`src/logic/sdec_pkg.sv`:
```
/*
  Shared constants and carrier types for the servo drive enable control block.
  Assumes a single 100 MHz clock domain and a host command decoder upstream.
*/
package sdec_pkg;

  // ==========================================================
  // Timing
  localparam int CLK_PERIOD_NS = 10;
  localparam int MS_NS         = 1000000;
  localparam int MS_CYC        = (MS_NS + CLK_PERIOD_NS - 1) / CLK_PERIOD_NS;
  localparam int ID_SETTLE_CYC = 4;

  // ==========================================================
  // Widths, reset values and codes
  localparam int         UNIT_ID_W     = 5;
  localparam int         UNIT_ID_MIN   = 1;
  localparam int         UNIT_ID_MAX   = 32;
  localparam logic       DRV_EN_RST    = 1'b0;
  localparam logic [7:0] ERR_NONE      = 8'h00;
  localparam logic [7:0] ERR_DRIVE_OFF = 8'h87;

  // ==========================================================
  // Command codes: spelled-out and abbreviated forms are separate codes.
  typedef enum logic [3:0] {
    C_NONE      = 4'b0000,
    C_DRV_FULL  = 4'b0001,
    C_DRV_ABBR  = 4'b0010,
    C_MOTION_COMPLETE_WAIT  = 4'b0011,
    C_WAIT      = 4'b0100,
    C_UNIT      = 4'b0101,
    C_MOVE_FULL = 4'b0110,
    C_MOVE_ABBR = 4'b0111
  } sdec_code_t;

  typedef enum logic [2:0] {
    OP_NONE   = 3'b000,
    OP_DRV    = 3'b001,
    OP_WDONE  = 3'b010,
    OP_WTIME  = 3'b011,
    OP_UNIT   = 3'b100,
    OP_MOVE   = 3'b101
  } sdec_op_t;

  typedef struct packed {
    logic        valid;
    sdec_code_t  code;
    logic        wr;
    logic        prog;
    logic        esc;
    logic        locked;
    logic [31:0] arg;
  } sdec_cmd_t;

  typedef struct packed {
    logic        valid;
    logic [31:0] data;
  } sdec_rsp_t;

  typedef struct packed {
    logic        integ_clear;
    logic        out_zero;
    logic        pos_load;
    logic [31:0] pos;
  } sdec_loop_t;

endpackage : sdec_pkg

```
`src/logic/sdec_sync3.sv`:
```
/*
  Three-stage synchroniser for a bus of slow switch inputs.
  Assumes the inputs change rarely; stable is high while stages two and three agree.
*/
`timescale 1ns/100ps
module sdec_sync3 #(
  parameter int W = 5
) (
  input  wire logic         clk,
  input  wire logic         rst,
  input  wire logic [W-1:0] din,
  output logic      [W-1:0] dout,
  output logic              stable
);

  logic [W-1:0] s1_q;
  logic [W-1:0] s2_q;
  logic [W-1:0] s3_q;

  // A zero-width bus has nothing to carry.
  generate
    if (W < 1)
    begin : g_bad_width
      $error("W must be at least one bit");
    end
  endgenerate

  // ==========================================================
  // Pipeline
  // Stage one only feeds stage two so a metastable bit never reaches a compare.
  always_ff @(posedge clk or posedge rst)
  begin
    if (rst)
    begin
      s1_q <= '0;
      s2_q <= '0;
      s3_q <= '0;
    end
    else
    begin
      s1_q <= din;
      s2_q <= s1_q;
      s3_q <= s2_q;
    end
  end

  // A value counts once two clean stages agree.
  assign dout   = s3_q;
  assign stable = (s2_q == s3_q);

endmodule : sdec_sync3

```
`src/logic/sdec_ctrl.sv`:
```
/*
  Servo drive enable and command gating: unit id capture, drive enable with
  motion interlock, loop clear and position alignment, move gating, pauses.
  Assumes a decoded command stream on the same clock and a motion engine that
  raises motion_busy within one cycle of motion_start.
*/
`timescale 1ns/100ps
module sdec_ctrl #(
  parameter int MS_TICK_CYC = sdec_pkg::MS_CYC
) (
  input  wire logic                             clk,
  input  wire logic                             rst,
  input  wire logic [sdec_pkg::UNIT_ID_W-1:0]   unit_id_sw,
  input  wire sdec_pkg::sdec_cmd_t              cmd,
  input  wire logic                             prog_running,
  input  wire logic                             motion_busy,
  input  wire logic [31:0]                      encoder_position,
  output sdec_pkg::sdec_rsp_t                   rsp,
  output sdec_pkg::sdec_loop_t                  loop_ctl,
  output logic                                  drive_enable,
  output logic                                  drive_enable_pending,
  output logic                                  motion_start,
  output logic                                  err_set,
  output logic [7:0]                            err_code,
  output logic                                  prog_hold
);
  import sdec_pkg::*;

  generate
    if (MS_TICK_CYC < 1)
    begin : g_bad_tick
      $error("MS_TICK_CYC must be at least one cycle");
    end
  endgenerate

  // ==========================================================
  // Command decode
  // Both spellings of a command map to one operation.
  function automatic sdec_op_t op_of(input sdec_code_t c);
    unique case (c)
      C_DRV_FULL,  C_DRV_ABBR:  op_of = OP_DRV;
      C_MOVE_FULL, C_MOVE_ABBR: op_of = OP_MOVE;
      C_MOTION_COMPLETE_WAIT:               op_of = OP_WDONE;
      C_WAIT:                   op_of = OP_WTIME;
      C_UNIT:                   op_of = OP_UNIT;
      default:                  op_of = OP_NONE;
    endcase
  endfunction : op_of

  typedef enum logic [1:0] {
    EX_RUN   = 2'b00,
    EX_TIME  = 2'b01,
    EX_DONE  = 2'b10
  } sdec_ex_t;

  sdec_op_t                 op;
  logic                     host_ok;
  logic                     take;
  logic                     drv_wr;
  logic                     drv_rd;
  logic                     mv_req;
  logic                     id_stable;
  logic [UNIT_ID_W-1:0]     id_sync;
  logic                     apply;

  logic                     drv_q;
  logic                     drv_d;
  logic                     pend_q;
  logic                     pend_d;
  logic [5:0]               id_q;
  logic                     id_taken_q;
  logic [2:0]               settle_q;
  logic [31:0]              tick_q;
  logic [31:0]              ms_q;
  sdec_ex_t                 ex_q;
  sdec_ex_t                 ex_d;
  sdec_rsp_t                rsp_q;
  logic                     load_q;
  logic [31:0]              pos_q;
  logic                     start_q;
  logic                     eset_q;
  logic [7:0]               err_q;

  // Host commands during a program need the escape prefix and must not be locked.
  assign host_ok = !prog_running || (cmd.esc && !cmd.locked);
  assign op      = op_of(cmd.code);
  assign take    = cmd.valid && (cmd.prog || host_ok);
  assign drv_wr  = take && (op == OP_DRV) && cmd.wr;
  assign drv_rd  = take && (op == OP_DRV) && !cmd.wr;
  assign mv_req  = take && (op == OP_MOVE);

  // ==========================================================
  // Unit id capture
  sdec_sync3 #(
    .W      (UNIT_ID_W)
  ) u_id_sync (
    .clk    (clk),
    .rst    (rst),
    .din    (unit_id_sw),
    .dout   (id_sync),
    .stable (id_stable)
  );

  // The switches are read once only; later changes are ignored until reset.
  always_ff @(posedge clk or posedge rst)
  begin
    if (rst)
    begin
      settle_q   <= '0;
      id_taken_q <= 1'b0;
      id_q       <= 6'(UNIT_ID_MIN);
    end
    else if (!id_taken_q)
    begin
      if (settle_q != 3'(ID_SETTLE_CYC))
        settle_q <= settle_q + 3'h1;
      else if (id_stable)
      begin
        id_taken_q <= 1'b1;
        id_q       <= {1'b0, id_sync} + 6'h01;
      end
    end
  end

  // ==========================================================
  // Drive enable with motion interlock
  // A negative value is treated as off; the host keeps to zero or positive.
  assign pend_d = drv_wr ? (cmd.arg != 32'h0 && !cmd.arg[31]) : pend_q;
  // Applied only with no motion, so a held request lands when busy drops.
  assign apply  = !motion_busy;
  assign drv_d  = apply ? pend_d : drv_q;

  always_ff @(posedge clk or posedge rst)
  begin
    if (rst)
    begin
      pend_q <= DRV_EN_RST;
      drv_q  <= DRV_EN_RST;
    end
    else
    begin
      pend_q <= pend_d;
      drv_q  <= drv_d;
    end
  end

  // Position alignment rides on the enable edge so no jump reaches the loop.
  always_ff @(posedge clk or posedge rst)
  begin
    if (rst)
    begin
      load_q <= 1'b0;
      pos_q  <= '0;
    end
    else
    begin
      load_q <= drv_d && !drv_q;
      if (drv_d && !drv_q)
        pos_q <= encoder_position;
    end
  end

  // ==========================================================
  // Move gating and error code
  always_ff @(posedge clk or posedge rst)
  begin
    if (rst)
    begin
      start_q <= 1'b0;
      eset_q  <= 1'b0;
      err_q   <= ERR_NONE;
    end
    else
    begin
      start_q <= mv_req && drv_q;
      eset_q  <= mv_req && !drv_q;
      if (mv_req && !drv_q)
        err_q <= ERR_DRIVE_OFF;
    end
  end

  // ==========================================================
  // Program pauses
  always_comb
  begin
    ex_d = ex_q;
    unique case (ex_q)
      EX_RUN:
        if (take && cmd.prog && op == OP_WTIME && cmd.arg != 32'h0)
          ex_d = EX_TIME;
        else if (take && cmd.prog && op == OP_WDONE && motion_busy)
          ex_d = EX_DONE;
      EX_TIME:
        if (ms_q == 32'h1 && tick_q == 32'(MS_TICK_CYC - 1))
          ex_d = EX_RUN;
      EX_DONE:
        if (!motion_busy)
          ex_d = EX_RUN;
      default:
        ex_d = EX_RUN;
    endcase
  end

  // Millisecond counter; a zero-length pause never leaves the run state.
  always_ff @(posedge clk or posedge rst)
  begin
    if (rst)
    begin
      ex_q   <= EX_RUN;
      tick_q <= '0;
      ms_q   <= '0;
    end
    else
    begin
      ex_q <= ex_d;
      if (ex_q == EX_RUN)
      begin
        tick_q <= '0;
        ms_q   <= cmd.arg;
      end
      else if (tick_q == 32'(MS_TICK_CYC - 1))
      begin
        tick_q <= '0;
        ms_q   <= ms_q - 32'h1;
      end
      else
        tick_q <= tick_q + 32'h1;
    end
  end

  // ==========================================================
  // Read answers
  always_ff @(posedge clk or posedge rst)
  begin
    if (rst)
      rsp_q <= '0;
    else
    begin
      rsp_q.valid <= drv_rd || (take && op == OP_UNIT);
      rsp_q.data  <= drv_rd ? {31'h0, drv_q} : {26'h0, id_q};
    end
  end

  // ==========================================================
  // Outputs
  // Loop clear is a level so the loop cannot wind up while the drive is off.
  assign loop_ctl.integ_clear = !drv_q;
  assign loop_ctl.out_zero    = !drv_q;
  assign loop_ctl.pos_load    = load_q;
  assign loop_ctl.pos         = pos_q;
  assign drive_enable         = drv_q;
  assign drive_enable_pending = pend_q;
  assign motion_start         = start_q;
  assign err_set              = eset_q;
  assign err_code             = err_q;
  assign prog_hold            = (ex_q != EX_RUN);
  assign rsp                  = rsp_q;
endmodule : sdec_ctrl

```
`config.mk`:
```
export PLATFORM = sky130hd
export DESIGN_NAME = sdec_ctrl
export DESIGN_NICKNAME = d
export VERILOG_FILES = /design/src/logic/sdec_pkg.sv /design/src/logic/sdec_sync3.sv /design/src/logic/sdec_ctrl.sv
export SDC_FILE = /design/constraint.sdc
export NUM_CORES = 1
export LEC_CHECK = 0
export ABC_AREA = 1
export ABC_CLOCK_PERIOD_IN_PS = 4200
export BUFFER_PORTS_ARGS = -buffer_cell sky130_fd_sc_hd__buf_2
export CAP_MARGIN = 40
export CORE_AREA = 2 2 164 166
export DETAILED_ROUTE_END_ITERATION = 12
export DIE_AREA = 0 0 166 168
export PLACE_DENSITY_LB_ADDON = 0.2
export SYNTH_ARGS = -nofsm -noshare
export SYNTH_HDL_FRONTEND = slang
export SYNTH_HIERARCHICAL = 1
export SYNTH_SLANG_ARGS = --single-unit
export TNS_END_PERCENT = 10
```
`constraint.sdc`:
```
create_clock -name clk -period 4.2 [get_ports clk]
set_input_delay 0.42 -clock clk [delete_from_list [all_inputs] [get_ports clk]]
set_output_delay 0.42 -clock clk [all_outputs]
set_load 0.005 [all_outputs]
```
==> impl_metrics.tcl, run 1 <==
set metrics [dict create \
    vias 6934 \
    cts-htree-levels 4 \
    fmax_mhz 392 \
    ys.flop_type "dfrtp_1" \
    first_pass_iters 5 \
    power_frac_seq 0.442 \
    yosysSeqAreaShare 0.440 \
    dp_slack_ns 1.75 \
    yosys_register_bits 136 \
    synth_area_um2 7730 \
    syn_inst 1029 \
    slew_viol_final 0 \
    tightest_slew_ns 0.820 \
    synthArstFlopShare 1.00 \
    gr-usage-all-layers 0.154 \
    final_cell_mix "266 x nand2_1, 165 x nor2_1, 135 x dfrtp_1" \
    fin_worst_skew_ns 0.0116 \
    fin_tns_setup_ns 0 \
    cp_max_fo 50 \
    clock-sinks 136 \
    cpMaxStageDelayCell "buf_4" \
    arrival_ns 2.13 \
    power.clock.fraction 0.398 \
    irDropWorstVdd_mv 0.239 \
    max_stage_delay_ns 0.51 \
    worst_setup_path_end_kind "primary output" \
    ys_warn_count 6 \
    grt_pass1_vias 6603 \
    grt.overflow.total 0 \
    antenna_found_initial 1 \
    initial_utilization 0.293 \
    path_class "flip-flop to primary output" \
    gp_congestion 0.892 \
    viasPerCell 4.61 \
    antenna_left 0 \
    grt_pass1_wl_um 34700 \
    cts_resized 0 \
    post-route-util 0.347 \
    rows 60 \
    io_buffers 132 \
    max_slew_margin 0.452 \
    cap_violations 0 \
    fin_area_um2 9140 \
    final_hold_viol_count 0 \
    post_drt_wl_per_cell_um 14.2 \
    diodes 0 \
    cp_common_cell "buf_4" \
    routed_wl_um 21400 \
    setup_slack_ns 1.65 \
    final_common_cell "nand2_1" \
    placed_area_um2 8560 \
    status "complete, no violations" \
    cellLeakagePower_nw 4.43 \
    fin_crit_ns 2.55 \
    grt_max_degree 51 \
    areaGrowthSynthToFinish_pct 18.2 \
    synth_cell_types 48 \
    cts_tree "yes" \
    route.detailed.drc 0 \
    layout.nets 1239 \
    drt_iter0_drc 401 \
    avgSynthCellArea_um2 7.51 \
    cts_buffers 17 \
    min_path_type "primary input to asynchronous set/reset pin" \
    switching_share 0.306 \
    root_buffer "clkbuf_16" \
    rsz0062_at_grt "false" \
    finalCritPeriodShare 0.607 \
    hpwl_um 16000 \
    p_per_area_nw_per_um2 405 \
    fp.coreArea_um2 26400 \
    p_int_mw 2.57 \
    start_kind "flip-flop" \
    drive_above_1_share 0.178 \
    synth_edf_count 0 \
    setup_viol_count_final 0 \
    ios 163 \
    die-area_um2 27900 \
    combPwrFrac 0.160 \
    crit_required_ns 3.78 \
    cts_post_setup_buffers_inserted 0 \
    clk_pin_slew_ns 0.07 \
    dieWidth_um 166 \
    clk-insertion-delay-late_ns 0.42 \
    cts_buffer_depth 2 \
    p_switching_mw 1.13 \
    cp_cell_sequence "nor2_4 > buf_4 > inv_1 > buf_4 > buf_2" \
    die_y_um 168 \
    ctsHoldBuffers 0 \
]
[metal layers]
| layer | wire [µm] | global-route usage | vias to the layer above |
|---|---|---|---|
| met3 | 1440 | 0.0414 | 16 |
| met4 | 193 | 0.0420 | 2 |
| met1 | 10100 | 0.211 | 3245 |
| met5 | 13 | 0 | - |
| li1 | - | - | 3485 |
| met2 | 9690 | 0.240 | 186 |
[critical path, delay by kind of cell, from the launching register on]
family / cells / cell delay (ns)
buffers and inverters: 4 / 1.14
flip-flops: 1 / 0.42
AND/OR/NAND/NOR: 1 / 0.13
[power by group through the flow]
stage	clock network, mW	registers [mW]	logic (mW)
after detailed placement	0	1.65	0.608
after global placement	0	1.66	0.595
final	1.47	1.64	0.591
after global routing	1.57	1.67	0.682
after floorplan	0	1.67	0.304
after CTS	1.52	1.64	0.605
[logic make-up after synthesis]
group	count (synthesis)	synth area share
fa+ha+maj	6	0.00971
compound gates	86	0.0670
xor+xnor	30	0.0340
simple gates	596	0.337
other cells	1	0.000485
flops	136	0.440
buf+inv	174	0.112
[synth_stat cells, drive strengths merged, types with 4 or more instances]
| cell type | instances | area share |
|---|---|---|
| ha | 6 | 0.0097 |
| xor2 | 20 | 0.023 |
| nand4 | 51 | 0.041 |
| o21ai | 54 | 0.037 |
| nor2 | 174 | 0.090 |
| clkbuf | 11 | 0.0053 |
| nor4 | 4 | 0.0032 |
| buf | 53 | 0.052 |
| nand3 | 64 | 0.043 |
| a21oi | 14 | 0.011 |
| o211ai | 8 | 0.0084 |
| dfrtp | 135 | 0.44 |
| nand2 | 269 | 0.13 |
| nor3 | 24 | 0.018 |
| inv | 109 | 0.054 |
| xnor2 | 10 | 0.011 |
[cell type report]
cell class	count	area [µm²]
inverters	110	420
well taps	341	427
clock buffers	17	425
flip-flops and latches	136	3400
multi-input cells	748	3570
clock inverters	15	150
fillers	2821	17200
repair buffers	138	738
[state kept, by name, indices dropped and copies added (netlist names)]
name,flops
u_id_sync/s1_q,5
settle_q,3
drive_enable_pending,1
err_code,1
id_taken_q,1
u_id_sync/s2_q,5
tick_q,32
id_q,6
ms_q,32
drive_enable,1
pos_q,32
rsp,7
ex_q,2
u_id_sync/dout,5
load_q,1
err_set,1
motion_start,1
[stage by stage]
step	power (mW)	cells	hold slack [ns]
finish	3.70	1505	0.0278
global route	3.92	1505	0.0660
detailed placement	2.26	1473	0.336
global placement	2.26	1471	0.332
CTS	3.76	1505	0.0349
floorplan	1.97	1058	0.321
[worst paths after layout]
| check | depth (start not counted) | end | start | slack (ns) |
|---|---|---|---|---|
| setup / recovery | 5 | prog_hold | ex_q[0] | 1.65 |
| hold / removal | 2 | pos_q[11] | rst | 0.03 |
| setup reg to reg | 11 | ms_q[4] | tick_q[0] | 1.82 |
| hold reg to reg | 0 | u_id_sync/s2_q[1] | u_id_sync/s1_q[1] | 0.35 |
| max in group asynchronous | 3 | tick_q[15] | rst | 3.52 |
| min in group clk | 1 | u_id_sync/s1_q[4] | unit_id_sw[4] | 0.10 |
No activity file was read; power rests on OpenSTA's default activity.
==> inputs of run 2 (changes only) <==
--- a/config.mk
+++ b/config.mk
@@ -6,7 +6,7 @@
 export NUM_CORES = 1
 export LEC_CHECK = 0
 export ABC_AREA = 1
-export ABC_CLOCK_PERIOD_IN_PS = 4200
+export ABC_CLOCK_PERIOD_IN_PS = 2050
 export BUFFER_PORTS_ARGS = -buffer_cell sky130_fd_sc_hd__buf_2
 export CAP_MARGIN = 40
 export CORE_AREA = 2 2 164 166
==> constraint.sdc (replaced) <==
create_clock -name clk -period 2.05 [get_ports clk]
set_input_delay 0.205 -clock clk [delete_from_list [all_inputs] [get_ports clk]]
set_output_delay 0.205 -clock clk [all_outputs]
set_load 0.005 [all_outputs]
==> run 2 against run 1 <==
Combinational power rose by 110%. Clock skew rose by 0.0021 ns. Non-clock buffer count rose by 25. Critical path type is now flip-flop to flip-flop. Largest cell class unchanged.
==> impl_metrics.tcl, run 2 (synthesis gave the netlist of run 1 again) <==
set metrics [dict create \
    status "complete, no violations" \
    arrival_ns 2.19 \
    antenna_found_initial 0 \
    initial_utilization 0.293 \
    whs_path_depth 3 \
    grt_max_degree 89 \
    worst_setup_path_end_kind "flip-flop" \
    fin_worst_skew_ns 0.0136 \
    fin_crit_ns 1.85 \
    post_drt_wl_per_cell_um 14.3 \
    hpwl_um 16400 \
    final_cell_mix "266 x nand2_1, 164 x nor2_1, 135 x dfrtp_1" \
    diodes 0 \
    cp_max_fo 6 \
    min_path_type "primary input to flip-flop" \
    gr-usage-all-layers 0.160 \
    instances_no_fill 1530 \
    vias 6921 \
    rsz0062_at_grt "false" \
    register_area_um2 3400 \
    path_buf_inv 1 \
    reg_top3 "ms_q x32, pos_q x32, tick_q x32" \
    fin_tns_setup_ns 0 \
    antenna_left 0 \
    crit_required_ns 2.38 \
    cts_tree "yes" \
    final_hold_viol_count 0 \
    dp_slack_ns 0.111 \
    fp.coreArea_um2 26400 \
    grt.overflow.total 0 \
    viasPerCell 4.52 \
    holdWs_ns 0.0217 \
    grt_pass1_wl_um 35900 \
    multiInputGateArea_um2 3580 \
    setup_viol_count_final 0 \
    placed_area_um2 8710 \
    ios 163 \
    routed_wl_um 21900 \
    cellLeakagePower_nw 4.56 \
    cp.depth 8 \
    post-route-util 0.356 \
    dp.cells 1492 \
    irDropWorstVdd_mv 0.473 \
    start_kind "flip-flop" \
    slew_viol_final 0 \
    tightest_slew_ns 0.536 \
    clock-sinks 136 \
    cts_buffer_depth 2 \
    r2r_cells 8 \
    io_buffers 132 \
    grt_pass1_vias 6853 \
    fmax_mhz 540 \
    drt_iter0_drc 356 \
    cts_buffers 17 \
    areaGrowthSynthToFinish_pct 21.4 \
    max_stage_delay_ns 0.37 \
    critPathTopFamily "simple AND/OR/NAND/NOR gates" \
    route.detailed.drc 0 \
    layout.nets 1264 \
    cts-htree-levels 4 \
    clk_pin_slew_ns 0.07 \
    p_per_area_nw_per_um2 836 \
    setup_slack_ns 0.198 \
    gp_congestion 0.895 \
    cp_cell_sequence "ha_1 > nand2_2 > nor2_2 > nand3_1 > nor2_1 > buf_4 > nand2_1 > a22oi_1" \
    finalPower_mw 7.85 \
    die-area_um2 27900 \
    max_slew_margin 0.642 \
    clk-insertion-delay-late_ns 0.43 \
    cap_violations 0 \
    finalCritPeriodShare 0.904 \
    path_class "flip-flop to flip-flop" \
    cpMaxStageDelayCell "dfrtp_1" \
    final_common_cell "nand2_1" \
    fillers 2791 \
    root_buffer "clkbuf_16" \
    first_pass_iters 4 \
    dieWidth_um 166 \
    drive_above_1_share 0.192 \
    rows 60 \
    die_y_um 168 \
    fin_area_um2 9390 \
]
-- run 2: cell types whose count changed in the layout (fill, tap and decap cells not counted), moves of 2 or more --
| cell | delta |
|---|---|
| buf_4 | +18 |
| dlygate4sd3_1 | +6 |
| buf_12 | +2 |
| bufinv_16 | +2 |
| inv_8 | -2 |
-- run 2: layout make-up --
| cell class | instances | share of cell area |
|---|---|---|
| multi-input cells | 748 | 0.382 |
| flip-flops and latches | 136 | 0.363 |
| repair buffers | 163 | 0.101 |
| well taps | 341 | 0.0455 |
| clock buffers | 17 | 0.0453 |
| inverters | 110 | 0.0449 |
| clock inverters | 15 | 0.0192 |
-- run 2: repair_timing --
item                       4_1_cts  5_1_grt
buffers inserted                 0        0
resized for setup                0        3
hold endpoints to repair       140        0
setup endpoints to repair        0        7
hold buffers                     6        0
-- run 2: power breakdown --
group	switching (mW)	internal (mW)	total, mW	leakage (nW)
clock network	1.38	1.85	3.23	0.296
logic	0.707	0.549	1.26	2.63
registers	0.239	3.12	3.36	1.63
total	2.33	5.52	7.85	4.56
-- run 2: path summary, 6_finish.rpt --
kind	slack [ns]	endpoint	startpoint
min in group asynchronous	0.39	u_id_sync/s1_q[0]	rst
max in group asynchronous	1.15	ms_q[26]	rst
hold reg to reg	0.35	u_id_sync/s2_q[2]	u_id_sync/s1_q[2]
setup / recovery	0.20	ms_q[2]	tick_q[1]
hold / removal	0.02	pos_q[3]	encoder_position[3]
setup reg to reg	0.20	ms_q[2]	tick_q[1]
-- run 2: worst register-to-register path: stages, from the launching register on --
cell and delay (ns):
dfrtp_1 0.37, ha_1 0.19, nand2_2 0.10, nor2_2 0.22
nand3_1 0.14, nor2_1 0.27, buf_4 0.23, nand2_1 0.06
a22oi_1 0.19
-- run 2: per-layer routing --
metal,up-vias,global-route usage,wire length [µm]
met3,22,0.0470,1390
met2,193,0.255,9810
li1,3534,-,-
met4,0,0.0423,301
met5,-,0,0
met1,3172,0.214,10400
